<file path="config.mk">
export PLATFORM = sky130hd
export DESIGN_NAME = insn_decode
export DESIGN_NICKNAME = d
export VERILOG_FILES = /design/src/hdl/decode_pkg.sv /design/src/hdl/operand_extend.sv /design/src/hdl/insn_decode.sv
export SDC_FILE = /design/constraint.sdc
export NUM_CORES = 1
export LEC_CHECK = 0
export BUFFER_PORTS_ARGS = -buffer_cell sky130_fd_sc_hd__buf_2
export CORE_ASPECT_RATIO = 1.4
export CORE_MARGIN = 1.5
export CORE_UTILIZATION = 40
export CTS_CLUSTER_DIAMETER = 40
export CTS_CLUSTER_SIZE = 40
export DETAILED_ROUTE_END_ITERATION = 16
export GPL_TIMING_DRIVEN = 0
export PLACE_DENSITY = 0.75
export RECOVER_POWER = 50
export SLEW_MARGIN = 20
export SYNTH_ARGS = -nofsm -noshare
export SYNTH_HDL_FRONTEND = slang
export SYNTH_HIERARCHICAL = 1
export SYNTH_SLANG_ARGS = --single-unit
export TNS_END_PERCENT = 50
</file>
<file path="constraint.sdc">
create_clock -name mclk -period 3 [get_ports mclk]
set_clock_uncertainty 0.05 [all_clocks]
set_input_delay 0.15 -clock mclk [delete_from_list [all_inputs] [get_ports mclk]]
set_output_delay 0.15 -clock mclk [all_outputs]
set_load 0.005 [all_outputs]
</file>
<file path="src/hdl/decode_pkg.sv">
/*
   Shared constants and types for the instruction decoder: format classes,
   field positions, extension widths, data-type codes and reset values.
   Assumes a 16-bit half-word instruction stream and 32-bit operands.
*/
package decode_pkg;

   // Format classes of the instruction stream.
   typedef enum logic [2:0] {FMT_RR, FMT_RIMM, FMT_CONST, FMT_DIS, FMT_LIM} fmt_t;

   // Major opcode values (bits 15..12) that select a format or behaviour.
   localparam logic [3:0] OP_SHIFT = 4'h8;
   localparam logic [3:0] OP_LOAD = 4'h9;
   localparam logic [3:0] OP_STORE = 4'hA;
   localparam logic [3:0] OP_INDEX = 4'hE;
   localparam logic [3:0] OP_CONST = 4'h6;
   localparam logic [3:0] OP_IMM = 4'h7;
   localparam logic [3:0] OP_CHECKED = 4'h5;
   localparam logic [3:0] OP_FRAME = 4'hF;

   // Bit positions in the first half-word.
   localparam int OP_HI = 15;
   localparam int OP_LO = 12;
   localparam int DBIT = 9;
   localparam int SBIT = 8;
   localparam int NBIT = 8;

   // Bit positions in the second half-word.
   localparam int EBIT = 15;
   localparam int SIGNBIT = 14;
   localparam int DT_HI = 13;
   localparam int DT_LO = 12;
   localparam int IX_HI = 14;
   localparam int IX_LO = 12;

   // Extension widths of constants, displacements and limits.
   localparam int CONST_SHORT_EXT = 18;
   localparam int CONST_LONG_EXT = 2;
   localparam int DIS_SHORT_EXT = 20;
   localparam int DIS_LONG_EXT = 4;

   // Immediate selectors that carry extra half-words.
   localparam logic [4:0] N_LONG = 5'h11;
   localparam logic [4:0] N_ZERO16 = 5'h12;
   localparam logic [4:0] N_ONES16 = 5'h13;

   // Data-type codes of memory transfers.
   localparam logic [1:0] DT_BYTE = 2'h0;
   localparam logic [1:0] DT_HALF = 2'h1;
   localparam logic [1:0] DT_WORD = 2'h2;
   localparam logic [1:0] DT_DOUBLE = 2'h3;

   // Frame length value zero stands for a full frame.
   localparam logic [4:0] FRAME_FULL = 5'h10;
   localparam int SHIFT_BITS = 5;

   // Flag positions in the flag vector.
   localparam int FLAG_V = 3;

   // Reset values.
   localparam logic [31:0] PC_RESET = 32'h0000_0000;
   localparam logic [3:0] FLAGS_RESET = 4'h0;

endpackage

</file>
<file path="src/hdl/operand_extend.sv">
/*
   Operand extension unit: builds the sign-extended constant, the
   sign-extended displacement, the zero-extended limit and the short
   immediate selector from the fetched half-words.
   Assumes its inputs are stable within the decode cycle; purely combinational.
*/
`timescale 1ns/1ps
module operand_extend
   import decode_pkg::*;
(
   input wire logic [15:0] hw0,
   input wire logic [15:0] hw1,
   input wire logic [15:0] hw2,
   output logic [31:0] const_val,
   output logic [31:0] dis_val,
   output logic [31:0] lim_val,
   output logic [4:0] n_sel
);

   logic e;
   logic sgn;

   assign e = hw1[EBIT];
   assign sgn = hw1[SIGNBIT];

   // Constants carry their sign in front of one or both parts. [RQ15]
   assign const_val = e ? {{CONST_LONG_EXT{sgn}}, hw1[13:0], hw2} : {{CONST_SHORT_EXT{sgn}}, hw1[13:0]};

   // Displacements: the two data-type bits sit between sign and first part. [RQ16]
   assign dis_val = e ? {{DIS_LONG_EXT{sgn}}, hw1[11:0], hw2} : {{DIS_SHORT_EXT{sgn}}, hw1[11:0]};

   // Limits are unsigned and padded with zeros. [RQ20]
   assign lim_val = e ? {{DIS_LONG_EXT{1'b0}}, hw1[11:0], hw2} : {{DIS_SHORT_EXT{1'b0}}, hw1[11:0]};

   // Short immediate selector: bit 8 joined with bits 3..0. [RQ18]
   assign n_sel = {hw0[NBIT], hw0[3:0]};

endmodule

</file>
<file path="src/hdl/insn_decode.sv">
/*
   Two-stage instruction decoder: decode of one to three half-words from the
   instruction cache, register bank selection, operand extension, load-use
   interlock, flag register and frame-length check, with the execute stage
   held in output registers.
   Assumes the cache presents the half-words at fetch_pc_q on ic_hw0..2 with
   ic_count telling how many are valid, and that all inputs share mclk.
*/
// Functional notes
// RQ1: Shifts use five low bits; small stores partial.
// RQ2: Decode in stage one, execute in stage two.
// RQ3: Single-cycle register ops may share source, destination.
// RQ4: Source kept unless it is destination or load.
// RQ5: Flags set when condition true, cleared otherwise.
// RQ6: Flag-updating checked ops may trap Range Error.
// RQ7: Results and flags forward with no penalty.
// RQ8: Stall while a pending load register is used.
// RQ9: Frame length zero means sixteen; check locals.
// RQ10: Following register is named address plus one.
// RQ11: Double word: high word at lower address.
// RQ12: Accept one, two or three aligned half-words.
// RQ13: Source select bit picks global or local bank.
// RQ14: Destination select bit picks global or local.
// RQ15: Constants sign-extended by eighteen or two bits.
// RQ16: Displacements sign-extended by twenty or four bits.
// RQ17: Bits 13..12 give memory data type.
// RQ18: Immediate selector is bit 8 with 3..0.
// RQ19: Bits 14..12 select the index instruction.
// RQ20: Limits zero-extended by twenty or four bits.
// RQ21: Load's local source field names load target.
// RQ22: Issue only when all half-words are available.
`timescale 1ns/1ps
module insn_decode
   import decode_pkg::*;
(
   input wire logic mclk,
   input wire logic resetn,
   input wire logic [15:0] ic_hw0,
   input wire logic [15:0] ic_hw1,
   input wire logic [15:0] ic_hw2,
   input wire logic [1:0] ic_count,
   input wire logic exec_hold,
   input wire logic load_done,
   input wire logic flag_we,
   input wire logic [3:0] cond_in,
   input wire logic [3:0] frame_length_field,
   output logic [31:0] fetch_pc_q,
   output logic [1:0] consume_q,
   output logic stall_q,
   output logic exec_valid_q,
   output logic [2:0] exec_fmt_q,
   output logic [1:0] exec_len_q,
   output logic [4:0] exec_src_q,
   output logic [4:0] exec_src_next_q,
   output logic [4:0] exec_dst_q,
   output logic [4:0] exec_dst_next_q,
   output logic exec_src_used_q,
   output logic exec_dst_used_q,
   output logic exec_src_clobbered_q,
   output logic exec_same_ok_q,
   output logic [31:0] exec_operand_q,
   output logic [4:0] exec_n_q,
   output logic [1:0] exec_dtype_q,
   output logic [2:0] exec_index_q,
   output logic exec_is_load_q,
   output logic exec_is_store_q,
   output logic exec_double_q,
   output logic [31:0] exec_src_mask_q,
   output logic [3:0] exec_byte_en_q,
   output logic exec_range_chk_q,
   output logic frame_err_q,
   output logic [3:0] flags_q,
   output logic range_trap_q
);

   // Format of a major opcode; the map is deliberately coarse.
   function automatic fmt_t fmt_of(input logic [3:0] op);
      unique case (op)
         OP_LOAD, OP_STORE: fmt_of = FMT_DIS;
         OP_INDEX: fmt_of = FMT_LIM;
         OP_CONST: fmt_of = FMT_CONST;
         OP_IMM: fmt_of = FMT_RIMM;
         default: fmt_of = FMT_RR;
      endcase
   endfunction

   // True when a used local register lies at or beyond the frame.
   function automatic logic out_of_frame(input logic used, input logic [4:0] addr, input logic [4:0] fl);
      out_of_frame = used && addr[4] && ({1'b0, addr[3:0]} >= fl);
   endfunction

   logic [3:0] op;
   fmt_t fmt;
   logic ext;
   logic [1:0] len;
   logic [4:0] src;
   logic [4:0] dst;
   logic src_used;
   logic dst_used;
   logic is_load;
   logic is_store;
   logic [31:0] const_val;
   logic [31:0] dis_val;
   logic [31:0] lim_val;
   logic [4:0] n_sel;
   logic [31:0] operand;
   logic [4:0] fl_int;
   logic hazard;
   logic go;

   operand_extend u_ext
   (
      .hw0(ic_hw0),
      .hw1(ic_hw1),
      .hw2(ic_hw2),
      .const_val(const_val),
      .dis_val(dis_val),
      .lim_val(lim_val),
      .n_sel(n_sel)
   );

   // Field decode of the instruction at the head of the stream.
   always_comb
   begin
      op = ic_hw0[OP_HI:OP_LO];
      fmt = fmt_of(op);
      ext = ic_hw1[EBIT];
      is_load = (op == OP_LOAD);
      is_store = (op == OP_STORE);
      src = {ic_hw0[SBIT], ic_hw0[3:0]}; // [RQ13]
      dst = {ic_hw0[DBIT], ic_hw0[7:4]}; // [RQ14]
      src_used = 1'b1;
      dst_used = 1'b1;
      operand = 32'h0000_0000;
      len = 2'h1;
      unique case (fmt)
         FMT_RR:
         begin
            len = 2'h1;
         end
         FMT_RIMM:
         begin
            // Immediate forms have no source register; the selector shares bit 8.
            src_used = 1'b0;
            dst = {ic_hw0[DBIT], ic_hw0[7:4]};
            if (n_sel == N_LONG)
            begin
               len = 2'h3; // [RQ12]
            end
            else if (n_sel == N_ZERO16 || n_sel == N_ONES16)
            begin
               len = 2'h2;
            end
            else
            begin
               len = 2'h1;
            end
         end
         FMT_CONST:
         begin
            len = ext ? 2'h3 : 2'h2; // [RQ22]
            operand = const_val;
         end
         FMT_DIS:
         begin
            len = ext ? 2'h3 : 2'h2; // [RQ22]
            operand = dis_val;
            if (is_load)
            begin
               // The local source field names where the loaded word lands. [RQ21]
               src = dst;
               dst = {1'b1, ic_hw0[3:0]};
            end
         end
         FMT_LIM:
         begin
            len = ext ? 2'h3 : 2'h2; // [RQ22]
            operand = lim_val;
         end
      endcase
   end

   // Frame length zero stands for sixteen usable locals. [RQ9]
   assign fl_int = (frame_length_field == 4'h0) ? FRAME_FULL : {1'b0, frame_length_field};

   logic load_pend_q;
   logic load_pend_d;
   logic [4:0] load_reg_q;
   logic [4:0] load_reg_d;

   // Interlock only on a load still in flight; all else forwards freely. [RQ7] [RQ8]
   assign hazard = load_pend_q && ((src_used && src == load_reg_q) || (dst_used && dst == load_reg_q));
   assign go = !exec_hold && !hazard && (ic_count >= len); // [RQ22]

   // Load scoreboard; a new load issued as the old one returns wins.
   always_comb
   begin
      load_pend_d = load_pend_q;
      load_reg_d = load_reg_q;
      if (load_done)
      begin
         load_pend_d = 1'b0;
      end
      if (go && is_load)
      begin
         load_pend_d = 1'b1; // [RQ8]
         load_reg_d = dst;
      end
   end

   always_ff @(posedge mclk or negedge resetn)
   begin
      if (!resetn)
      begin
         load_pend_q <= 1'b0;
         load_reg_q <= 5'h00;
      end
      else
      begin
         load_pend_q <= load_pend_d;
         load_reg_q <= load_reg_d;
      end
   end

   logic [31:0] fetch_pc_d;
   logic [1:0] consume_d;
   logic stall_d;

   // Fetch side: the program counter moves in whole half-words, so bit 0 stays clear.
   always_comb
   begin
      fetch_pc_d = go ? fetch_pc_q + {29'h0, len, 1'b0} : fetch_pc_q; // [RQ12]
      consume_d = go ? len : 2'h0;
      stall_d = hazard && !exec_hold;
   end

   always_ff @(posedge mclk or negedge resetn)
   begin
      if (!resetn)
      begin
         fetch_pc_q <= PC_RESET;
         consume_q <= 2'h0;
         stall_q <= 1'b0;
      end
      else
      begin
         fetch_pc_q <= fetch_pc_d;
         consume_q <= consume_d;
         stall_q <= stall_d;
      end
   end

   logic exec_valid_d;
   logic [2:0] exec_fmt_d;
   logic [1:0] exec_len_d;
   logic [4:0] exec_src_d;
   logic [4:0] exec_src_next_d;
   logic [4:0] exec_dst_d;
   logic [4:0] exec_dst_next_d;
   logic exec_src_used_d;
   logic exec_dst_used_d;
   logic exec_src_clobbered_d;
   logic exec_same_ok_d;
   logic [31:0] exec_operand_d;
   logic [4:0] exec_n_d;
   logic [1:0] exec_dtype_d;
   logic [2:0] exec_index_d;
   logic exec_is_load_d;
   logic exec_is_store_d;
   logic exec_double_d;
   logic [31:0] exec_src_mask_d;
   logic [3:0] exec_byte_en_d;
   logic exec_range_chk_d;
   logic frame_err_d;

   // Execute stage register: it holds under exec_hold, else takes the next decode. [RQ2]
   always_comb
   begin
      exec_valid_d = exec_hold ? exec_valid_q : go;
      exec_fmt_d = exec_fmt_q;
      exec_len_d = exec_len_q;
      exec_src_d = exec_src_q;
      exec_src_next_d = exec_src_next_q;
      exec_dst_d = exec_dst_q;
      exec_dst_next_d = exec_dst_next_q;
      exec_src_used_d = exec_src_used_q;
      exec_dst_used_d = exec_dst_used_q;
      exec_src_clobbered_d = exec_src_clobbered_q;
      exec_same_ok_d = exec_same_ok_q;
      exec_operand_d = exec_operand_q;
      exec_n_d = exec_n_q;
      exec_dtype_d = exec_dtype_q;
      exec_index_d = exec_index_q;
      exec_is_load_d = exec_is_load_q;
      exec_is_store_d = exec_is_store_q;
      exec_double_d = exec_double_q;
      exec_src_mask_d = exec_src_mask_q;
      exec_byte_en_d = exec_byte_en_q;
      exec_range_chk_d = exec_range_chk_q;
      frame_err_d = frame_err_q;
      if (go)
      begin
         exec_fmt_d = fmt;
         exec_len_d = len;
         exec_src_d = src;
         exec_dst_d = dst;
         // Pair partner and low word of a double sit one address higher. [RQ10] [RQ11]
         exec_src_next_d = {src[4], src[3:0] + 4'h1};
         exec_dst_next_d = {dst[4], dst[3:0] + 4'h1};
         exec_src_used_d = src_used;
         exec_dst_used_d = dst_used;
         // A source survives unless it is also written, or names a load target. [RQ4]
         exec_src_clobbered_d = is_load || (src_used && src == dst);
         // Read and write in the same cycle make aliasing harmless here only. [RQ3]
         exec_same_ok_d = (fmt == FMT_RR) && (len == 2'h1);
         exec_operand_d = operand;
         exec_n_d = n_sel; // [RQ18]
         exec_dtype_d = ic_hw1[DT_HI:DT_LO]; // [RQ17]
         exec_index_d = ic_hw1[IX_HI:IX_LO]; // [RQ19]
         exec_is_load_d = is_load;
         exec_is_store_d = is_store;
         exec_double_d = (fmt == FMT_DIS) && (ic_hw1[DT_HI:DT_LO] == DT_DOUBLE); // [RQ11]
         // Only the low five bits of a shift count matter. [RQ1]
         exec_src_mask_d = (op == OP_SHIFT) ? {{(32 - SHIFT_BITS){1'b0}}, {SHIFT_BITS{1'b1}}} : 32'hFFFF_FFFF;
         exec_byte_en_d = 4'hF;
         if (is_store && ic_hw1[DT_HI:DT_LO] == DT_BYTE)
         begin
            exec_byte_en_d = 4'h1; // [RQ1]
         end
         else if (is_store && ic_hw1[DT_HI:DT_LO] == DT_HALF)
         begin
            exec_byte_en_d = 4'h3; // [RQ1]
         end
         exec_range_chk_d = (op == OP_CHECKED);
         // Frame instructions (OP_FRAME) may reach past the frame. [RQ9]
         frame_err_d = (op != OP_FRAME) && (out_of_frame(src_used, src, fl_int) || out_of_frame(dst_used, dst, fl_int));
      end
   end

   always_ff @(posedge mclk or negedge resetn)
   begin
      if (!resetn)
      begin
         exec_valid_q <= 1'b0;
         exec_fmt_q <= 3'h0;
         exec_len_q <= 2'h0;
         exec_src_q <= 5'h00;
         exec_src_next_q <= 5'h00;
         exec_dst_q <= 5'h00;
         exec_dst_next_q <= 5'h00;
         exec_src_used_q <= 1'b0;
         exec_dst_used_q <= 1'b0;
         exec_src_clobbered_q <= 1'b0;
         exec_same_ok_q <= 1'b0;
         exec_operand_q <= 32'h0000_0000;
         exec_n_q <= 5'h00;
         exec_dtype_q <= 2'h0;
         exec_index_q <= 3'h0;
         exec_is_load_q <= 1'b0;
         exec_is_store_q <= 1'b0;
         exec_double_q <= 1'b0;
         exec_src_mask_q <= 32'hFFFF_FFFF;
         exec_byte_en_q <= 4'h0;
         exec_range_chk_q <= 1'b0;
         frame_err_q <= 1'b0;
      end
      else
      begin
         exec_valid_q <= exec_valid_d;
         exec_fmt_q <= exec_fmt_d;
         exec_len_q <= exec_len_d;
         exec_src_q <= exec_src_d;
         exec_src_next_q <= exec_src_next_d;
         exec_dst_q <= exec_dst_d;
         exec_dst_next_q <= exec_dst_next_d;
         exec_src_used_q <= exec_src_used_d;
         exec_dst_used_q <= exec_dst_used_d;
         exec_src_clobbered_q <= exec_src_clobbered_d;
         exec_same_ok_q <= exec_same_ok_d;
         exec_operand_q <= exec_operand_d;
         exec_n_q <= exec_n_d;
         exec_dtype_q <= exec_dtype_d;
         exec_index_q <= exec_index_d;
         exec_is_load_q <= exec_is_load_d;
         exec_is_store_q <= exec_is_store_d;
         exec_double_q <= exec_double_d;
         exec_src_mask_q <= exec_src_mask_d;
         exec_byte_en_q <= exec_byte_en_d;
         exec_range_chk_q <= exec_range_chk_d;
         frame_err_q <= frame_err_d;
      end
   end

   logic [3:0] flags_d;
   logic range_trap_d;

   // Flags follow their conditions exactly; a flag-updating checked op with overflow traps. [RQ5] [RQ6]
   always_comb
   begin
      flags_d = flag_we ? cond_in : flags_q;
      range_trap_d = flag_we && exec_valid_q && exec_range_chk_q && exec_dst_used_q && cond_in[FLAG_V];
   end

   always_ff @(posedge mclk or negedge resetn)
   begin
      if (!resetn)
      begin
         flags_q <= FLAGS_RESET;
         range_trap_q <= 1'b0;
      end
      else
      begin
         flags_q <= flags_d;
         range_trap_q <= range_trap_d;
      end
   end

   // Checks on the observable behaviour.
   a_issue_needs_hw: assert property (@(posedge mclk) disable iff (!resetn) // [RQ22]
      (consume_q != 2'h0) |-> $past(ic_count) >= consume_q) else $error("issued without all half-words");
   a_load_use_stall: assert property (@(posedge mclk) disable iff (!resetn) // [RQ8]
      (load_pend_q && src_used && src == load_reg_q && !exec_hold) |=> (stall_q && consume_q == 2'h0))
      else $error("load-use not stalled");
   a_pipe_issue: assert property (@(posedge mclk) disable iff (!resetn) // [RQ2]
      (go && !exec_hold) |=> exec_valid_q && exec_len_q == consume_q) else $error("decode not passed to execute");
   a_flag_follow: assert property (@(posedge mclk) disable iff (!resetn) // [RQ5]
      flag_we |=> flags_q == $past(cond_in)) else $error("flag not equal to condition");
   a_shift_mask: assert property (@(posedge mclk) disable iff (!resetn) // [RQ1]
      (go && op == OP_SHIFT) |=> exec_src_mask_q == 32'h0000_001F) else $error("shift mask wrong");
   a_load_target: assert property (@(posedge mclk) disable iff (!resetn) // [RQ21]
      (go && is_load) |=> exec_dst_q == {1'b1, $past(ic_hw0[3:0])} && load_pend_q) else $error("load target wrong");
   a_follow_reg: assert property (@(posedge mclk) disable iff (!resetn) // [RQ10]
      exec_valid_q |-> exec_src_next_q[3:0] == exec_src_q[3:0] + 4'h1 && exec_src_next_q[4] == exec_src_q[4])
      else $error("following register wrong");
   a_bank_select: assert property (@(posedge mclk) disable iff (!resetn) // [RQ13]
      (go && fmt == FMT_RR) |=> exec_src_q == {$past(ic_hw0[SBIT]), $past(ic_hw0[3:0])}) else $error("source bank wrong");
   a_frame_full: assert property (@(posedge mclk) disable iff (!resetn) // [RQ9]
      (go && frame_length_field == 4'h0 && op != OP_FRAME) |=> !frame_err_q) else $error("zero frame not sixteen");
   a_pc_advance: assert property (@(posedge mclk) disable iff (!resetn) // [RQ12]
      go |=> fetch_pc_q == $past(fetch_pc_q) + {29'h0, consume_q, 1'b0}) else $error("pc advance wrong");

   c_three_hw: cover property (@(posedge mclk) disable iff (!resetn) consume_q == 2'h3);
   c_load_stall: cover property (@(posedge mclk) disable iff (!resetn) stall_q ##1 !stall_q);
   c_range_trap: cover property (@(posedge mclk) disable iff (!resetn) range_trap_q);

endmodule

</file>
* Yosys cells after proc, flatten, opt, wreduce, memory -nomap -nowiden
Index checks and enable logic that the tools add are counted.
** Operators by class
- Add/subtract/negate cells :: 3
- $lt $le $gt $ge :: 3
- Equal/unequal tests :: 21
- Muxes and demuxes :: 21
- Reduce and logical (&&, ||, !) cells :: 31
** Operator list (count)
- $pmux W32 S3 :: 1
- $mux W28 :: 2
- $add A32 B3 Y32 :: 1
- $mux W32 :: 1
- $mux W30 :: 1
- $mux W5 :: 5
- $logic_and A1 B1 Y1 :: 19
- $eq A4 B4 Y1 const B :: 4
- $eq A5 B5 Y1 :: 3
- $eq A5 B5 Y1 const B :: 3
- $eq A4 B3 Y1 const B :: 3
- $pmux W3 S4 :: 1
- $ge A4 B5 Y1 :: 2
- $add A4 B1 Y4 const B :: 2
- $mux W4 :: 2
- $eq A3 B2 Y1 const B :: 2
- $mux W2 :: 3
- $pmux W2 S3 :: 1
- $eq A2 B1 Y1 const B :: 2
- $logic_not A4 Y1 :: 1
- $logic_or A1 B1 Y1 :: 4
- $mux W1 :: 4
- $ne A4 B4 Y1 const B :: 1
- $eq A3 B1 Y1 const B :: 1
- other kinds (9) :: 10
** Storage, ports and cells
- Bits in registers :: 159
- Input port bits :: 63
- Output and inout bits :: 153

* Depth between registers and ports, before layout
- Depth after elaboration :: 14
- Depth in mapped cells :: 16

* By module
The synthesis kept the hierarchy.
** Modules (own cells, without submodules)
- insn_decode :: times used 1, cells each 632, area each 6242.2 um^2, seq. area each 3029.2 um^2
- operand_extend :: times used 1, cells each 108, area each 924.6 um^2, seq. area each 0.0 um^2

* Least setup slack after synthesis
No wires, ideal clock.
- Kind :: input-to-reg
- Start point :: input port ic_hw0[15]
- End point :: register load_reg_q[1]
- Arrival time :: 2.736 ns
- Required time :: 2.825 ns
- Slack :: 0.089 ns
- Stages on the path :: 12
- Cells stage by stage :: inv_1 -> nand4_1 -> or4b_2 -> o21a_1 -> ha_1 -> a21oi_1 -> nor2_1 -> o41ai_2 -> or2_1 -> buf_6 -> nor2_2 -> mux2_2
** Between the ends
- Cells in the longest elaborated chain, start to end :: 13
- Elaborated cells on any way between the ends :: 29
** RTL lines
- start: declaration :: RTL line insn_decode.sv:38 : input wire logic [15:0] ic_hw0,
- $eq A4 B4 Y1, on equally long branches :: RTL line insn_decode.sv:78, insn_decode.sv:128
- $reduce_or A2 Y1 :: RTL line insn_decode.sv:78 : unique case (op)
- $pmux W3 S4 :: RTL line insn_decode.sv:78
- $eq A3 B2 Y1 :: RTL line insn_decode.sv:136 : unique case (fmt)
- $mux W5 :: RTL line insn_decode.sv:136
- $eq A5 B5 Y1 :: RTL line insn_decode.sv:192 : assign hazard = load_pend_q && ((src_used && src == load_reg_q) || (dst_used && dst == load_reg_q));
- $logic_and A1 B1 Y1 :: RTL line insn_decode.sv:192
- $logic_or A1 B1 Y1 :: RTL line insn_decode.sv:192
- $logic_and A1 B1 Y1 :: RTL line insn_decode.sv:192
- $logic_not A1 Y1 :: RTL line insn_decode.sv:193 : assign go = !exec_hold && !hazard && (ic_count >= len);
- $logic_and A1 B1 Y1 (2 in series) :: RTL line insn_decode.sv:193
- $logic_and A1 B1 Y1 :: RTL line insn_decode.sv:204 : if (go && is_load)
- end signal: assignment :: RTL line insn_decode.sv:221 : load_reg_q <= load_reg_d;
- end: declaration :: RTL line insn_decode.sv:188 : logic [4:0] load_reg_q;
Several ways; a longest one is shown, not always the timed one.
A chain may end at the register's enable or synchronous reset.

* Worst setup path after layout
- Start point :: input port ic_hw0[15]
- End point :: register fetch_pc_q[28]
** Between the ends
- Cells in the longest elaborated chain, start to end :: 12
- Elaborated cells on any way between the ends :: 29
** RTL lines
- parallel branches: the longest is 12 deep, another holds $add A32 B3 Y32
- end signal: assignment :: RTL line insn_decode.sv:247 : fetch_pc_q <= fetch_pc_d;
- end: declaration :: RTL line insn_decode.sv:47 : output logic [31:0] fetch_pc_q,
Parallel ways; which one is timed is not known.

==> impl_results.md <==
- Hold Path Class: in -> reg
- Share of total power in the clock network: 35.8%
- CP top delay family: simple AND/OR/NAND/NOR gates
- Most frequent cells in the layout: buf_2, dfrtp_1, nand2_1
- VDD IR max: 0.278 mV
- Drt initial violations: 628
- Starting density of the core: 41.0%
- Post-Synth XOR/XNOR Area: 5.38%
- Global-route wire length before repair: 32.6 mm
- Critical Path AT: 3.03 ns
- Via count: 6228
- Crit path max fanout: 10
- Final period utilization: 92.4%
- Die Y: 161 um
- Synthesized area: 7170 sq um
- Failing checks: capacitance limit, slew limit
- Outcome: complete, but fails checks
- Port Buffers: 206
- Sink Count: 121
- DRC: 0
- Worst path depth: 13
- Worst setup margin: 0.229 ns
- Skew-Pair Late Insertion Delay: 0.42 ns
- Logic pwr share: 25.9%
- Max_cap viols: 1
- Clock buffers created by TritonCTS: 17
- Cell repeated most along the worst path: nor2_1
- Vias per cell: 5.05
- Int Pwr: 0.00371 W
- Initial antenna violation count: 1
- Largest family of logic cells by synthesized area: simple AND/OR/NAND/NOR gates
- HPWL after DPL: 15.6 mm
- Gr usage total: 22.9%
- Critical Path Sink Type: flop
- H-Tree Depth: 4
- Number of synthesized flops with an enable pin: 0
- # rows: 57
- Count of cell types in the netlist: 56
- Clk root buf: clkbuf_16
- CTS Buffer Depth: 2
- GRT overflow: 0
- Final Wtd Congestion: 0.927
- Die area: 18700 sq um
- Adder-cell area share of the yosys netlist: 2.03%
- Slew at the pin closest to its max-slew limit: 2.09 ns
- Setup Viol. Count Final: 0
- Static Leak: 4.50 nW
- Switching portion of total power: 30.8%
- DR pass1 iterations: 5
- ANT nets after route: 0
- Area growth syn-to-layout: 28.8%
- Drt total wl: 21.1 mm
- Avg Cell Area, Syn: 9.68 sq um
- Worst setup SP type: input port
- Async set-or-reset flop fraction in the synthesized netlist: 100%
- Core Region: 17500 sq um
- Worst path bufs/invs: 3
- Post-synthesis register bit count: 121
- DP Cell Count: 1190
- Final Slew Violations: 44
- CP Cell Sequence: buf_2 > inv_1 > nand4_1 > or4b_4 > o21a_1 > ha_1 > a21oi_1 > nor2_1 > o41ai_2 > nor2_1 > clkbuf_2 > nand3_1 > xnor2_1
- Commonest non-fill, non-tap cell in the layout: buf_2
- Nets: 1059
- Synthesized-area fraction occupied by and/or/nand/nor cells: 15.9%
- Endpoints failing hold: 0
- RSZ-0062 raised after global routing: false
- Post-synthesis cell count: 740
- Final std cells w/o fill: 1234
- Clock Pin Slew Worst Setup and Hold Paths: 0.05 ns
- Vias in the first global route: 6094
- Tmin final: 2.77 ns
- WS Path Type: in -> reg
- Ports: 216
- Sequential group share of total power: 38.3%
- Largest net degree at the start of global routing: 79
- Register area share after synthesis: 42.3%
- Wire per inst: 17.1 um
- Critical Path Slowest Stage Cell: or4b_4
- Placement Setup Slack: -0.860 ns
- WHS Path Cells: 3
- Prevailing post-synth register cell: dfrtp_1
- R2R cell count: 10
- Power Density: 580 nW/um^2
- Power Total: 0.00536 W
- Mux contribution to synthesized area: 7.33%
- Worst slew margin: -39.0%
- Sw Pwr: 0.00165 W
- CP required: 3.26 ns
- Filler cells: 1655
- Fraction of the mapped netlist area in compound gates: 12.6%
- CTS tree: done
- FMAX: 361 MHz
- Ys Warns: 6
- DIE WIDTH: 116 um
- Critical Path Max Stage Delay: 0.57 ns
- Fraction of layout cells with a size suffix above 1: 37.2%
==> power by group through the flow <==
stage                     logic (W)  clock network, W  registers (W)
final                       0.00139           0.00192        0.00205
after global routing        0.00153           0.00203        0.00208
after CTS                   0.00141           0.00195        0.00205
after detailed placement    0.00139                 0        0.00208
after global placement      0.00136                 0        0.00207
after floorplan            0.000785                 0        0.00206
==> worst min-delay path, delay by kind of cell <==
family	cells	cell delay, ns
AOI/OAI and AO/OA	1	0.05
buffers and inverters	1	0.15
and+or+nand+nor	1	0.08
==> repair_timing <==
item / in CTS / in global routing
gates resized for setup: 5 / 10
endpoints found under the hold margin: 55 / 0
buffers inserted: 1 / 0
endpoints found under the setup margin: 108 / 109
pin swaps: 0 / 1
hold buffers: 12 / 0
==> state kept, by name, indices dropped and copies added (netlist names), 4 cells and up <==
name and count:
exec_dst_next_q 4, load_reg_q 5, exec_n_q 5, exec_src_q 5
exec_operand_q 32, fetch_pc_q 31, exec_src_next_q 4, flags_q 4
exec_dst_q 5
==> Yosys cell counts (6+ instances only) <==
| library cell | n | area [sq um] |
|---|---|---|
| a21oi_1 | 10 | 50.1 |
| a222oi_1 | 32 | 320 |
| and2_1 | 19 | 119 |
| buf_4 | 97 | 728 |
| buf_6 | 11 | 124 |
| clkbuf_1 | 18 | 67.6 |
| dfrtp_1 | 120 | 3000 |
| ha_1 | 10 | 125 |
| inv_1 | 20 | 75.1 |
| mux2_2 | 36 | 405 |
| mux2i_1 | 6 | 60.1 |
| nand2_1 | 117 | 439 |
| nand2b_1 | 6 | 37.5 |
| nand3_1 | 13 | 65.1 |
| nand4_1 | 12 | 75.1 |
| nor2_1 | 24 | 90.1 |
| nor3_1 | 15 | 75.1 |
| nor4_1 | 8 | 50.1 |
| o21a_1 | 6 | 45.0 |
| o21ai_1 | 45 | 225 |
| xnor2_1 | 25 | 219 |
| xor2_1 | 19 | 166 |
==> stage by stage <==
| stage | area (sq um) | TNS, ns | hold slack (ns) | utilization (%) |
|---|---|---|---|---|
| floorplan | 7190 | 0 | -0.196 | - |
| global placement | 8520 | -59.87 | 0.298 | 48.8 |
| detailed placement | 8550 | -61.27 | 0.0651 | 49.0 |
| CTS | 9250 | 0 | 0.00363 | 52.9 |
| finish | 9230 | 0 | 0.0101 | 52.8 |
| global route | 9230 | 0 | 0.0267 | 52.8 |
==> logic make-up (layout without fill, tap and decap cells) <==
| group | Yosys count | in the layout |
|---|---|---|
| other cells | 3 | 11 |
| xor+xnor | 44 | 44 |
| simple gates | 237 | 237 |
| fa+ha+maj | 11 | 11 |
| buf+inv | 152 | 402 |
| flops | 121 | 121 |
| compound gates | 126 | 126 |
| mux | 46 | 46 |
==> routing by layer <==
metal / vias to the layer above / part of all wire (%) / global-route usage, %
li1: 2992 / - / -
met1: 2981 / 40 / 26.7
met2: 214 / 52 / 40.0
met3: 41 / 4.5 / 4.20
met4: 0 / 3.3 / 10.6
met5: - / 0 / 0
==> final timing paths <==
kind / startpoint / slack, ns / endpoint
max in group asynchronous: resetn / 0.69 / exec_operand_q[30]
worst max register to register: load_reg_q[0] / 0.27 / exec_dst_next_q[2]
worst min-delay path: ic_hw1[12] / 0.01 / exec_double_q
worst max-delay path: ic_hw0[15] / 0.23 / fetch_pc_q[28]
worst min register to register: exec_n_q[0] / 0.42 / exec_n_q[0]
min in group asynchronous: resetn / 0.97 / fetch_pc_q[4]
==> layout make-up <==
class                           instances  area (sq um)  share of cell area, %
Timing Repair Buffer                  220          1140                   12.3
Buffer                                131           950                   10.3
Multi-Input combinational cell        474          3180                   34.5
Sequential cell                       121          3030                   32.8
Clock inverter                         12           103                   1.11
Inverter                               20          75.1                  0.814
Clock buffer                           19           453                   4.91
Tap cell                              236           295                   3.20
Antenna cell                            1          2.50                 0.0271
Note: power is estimated with default switching activity, not from simulation.
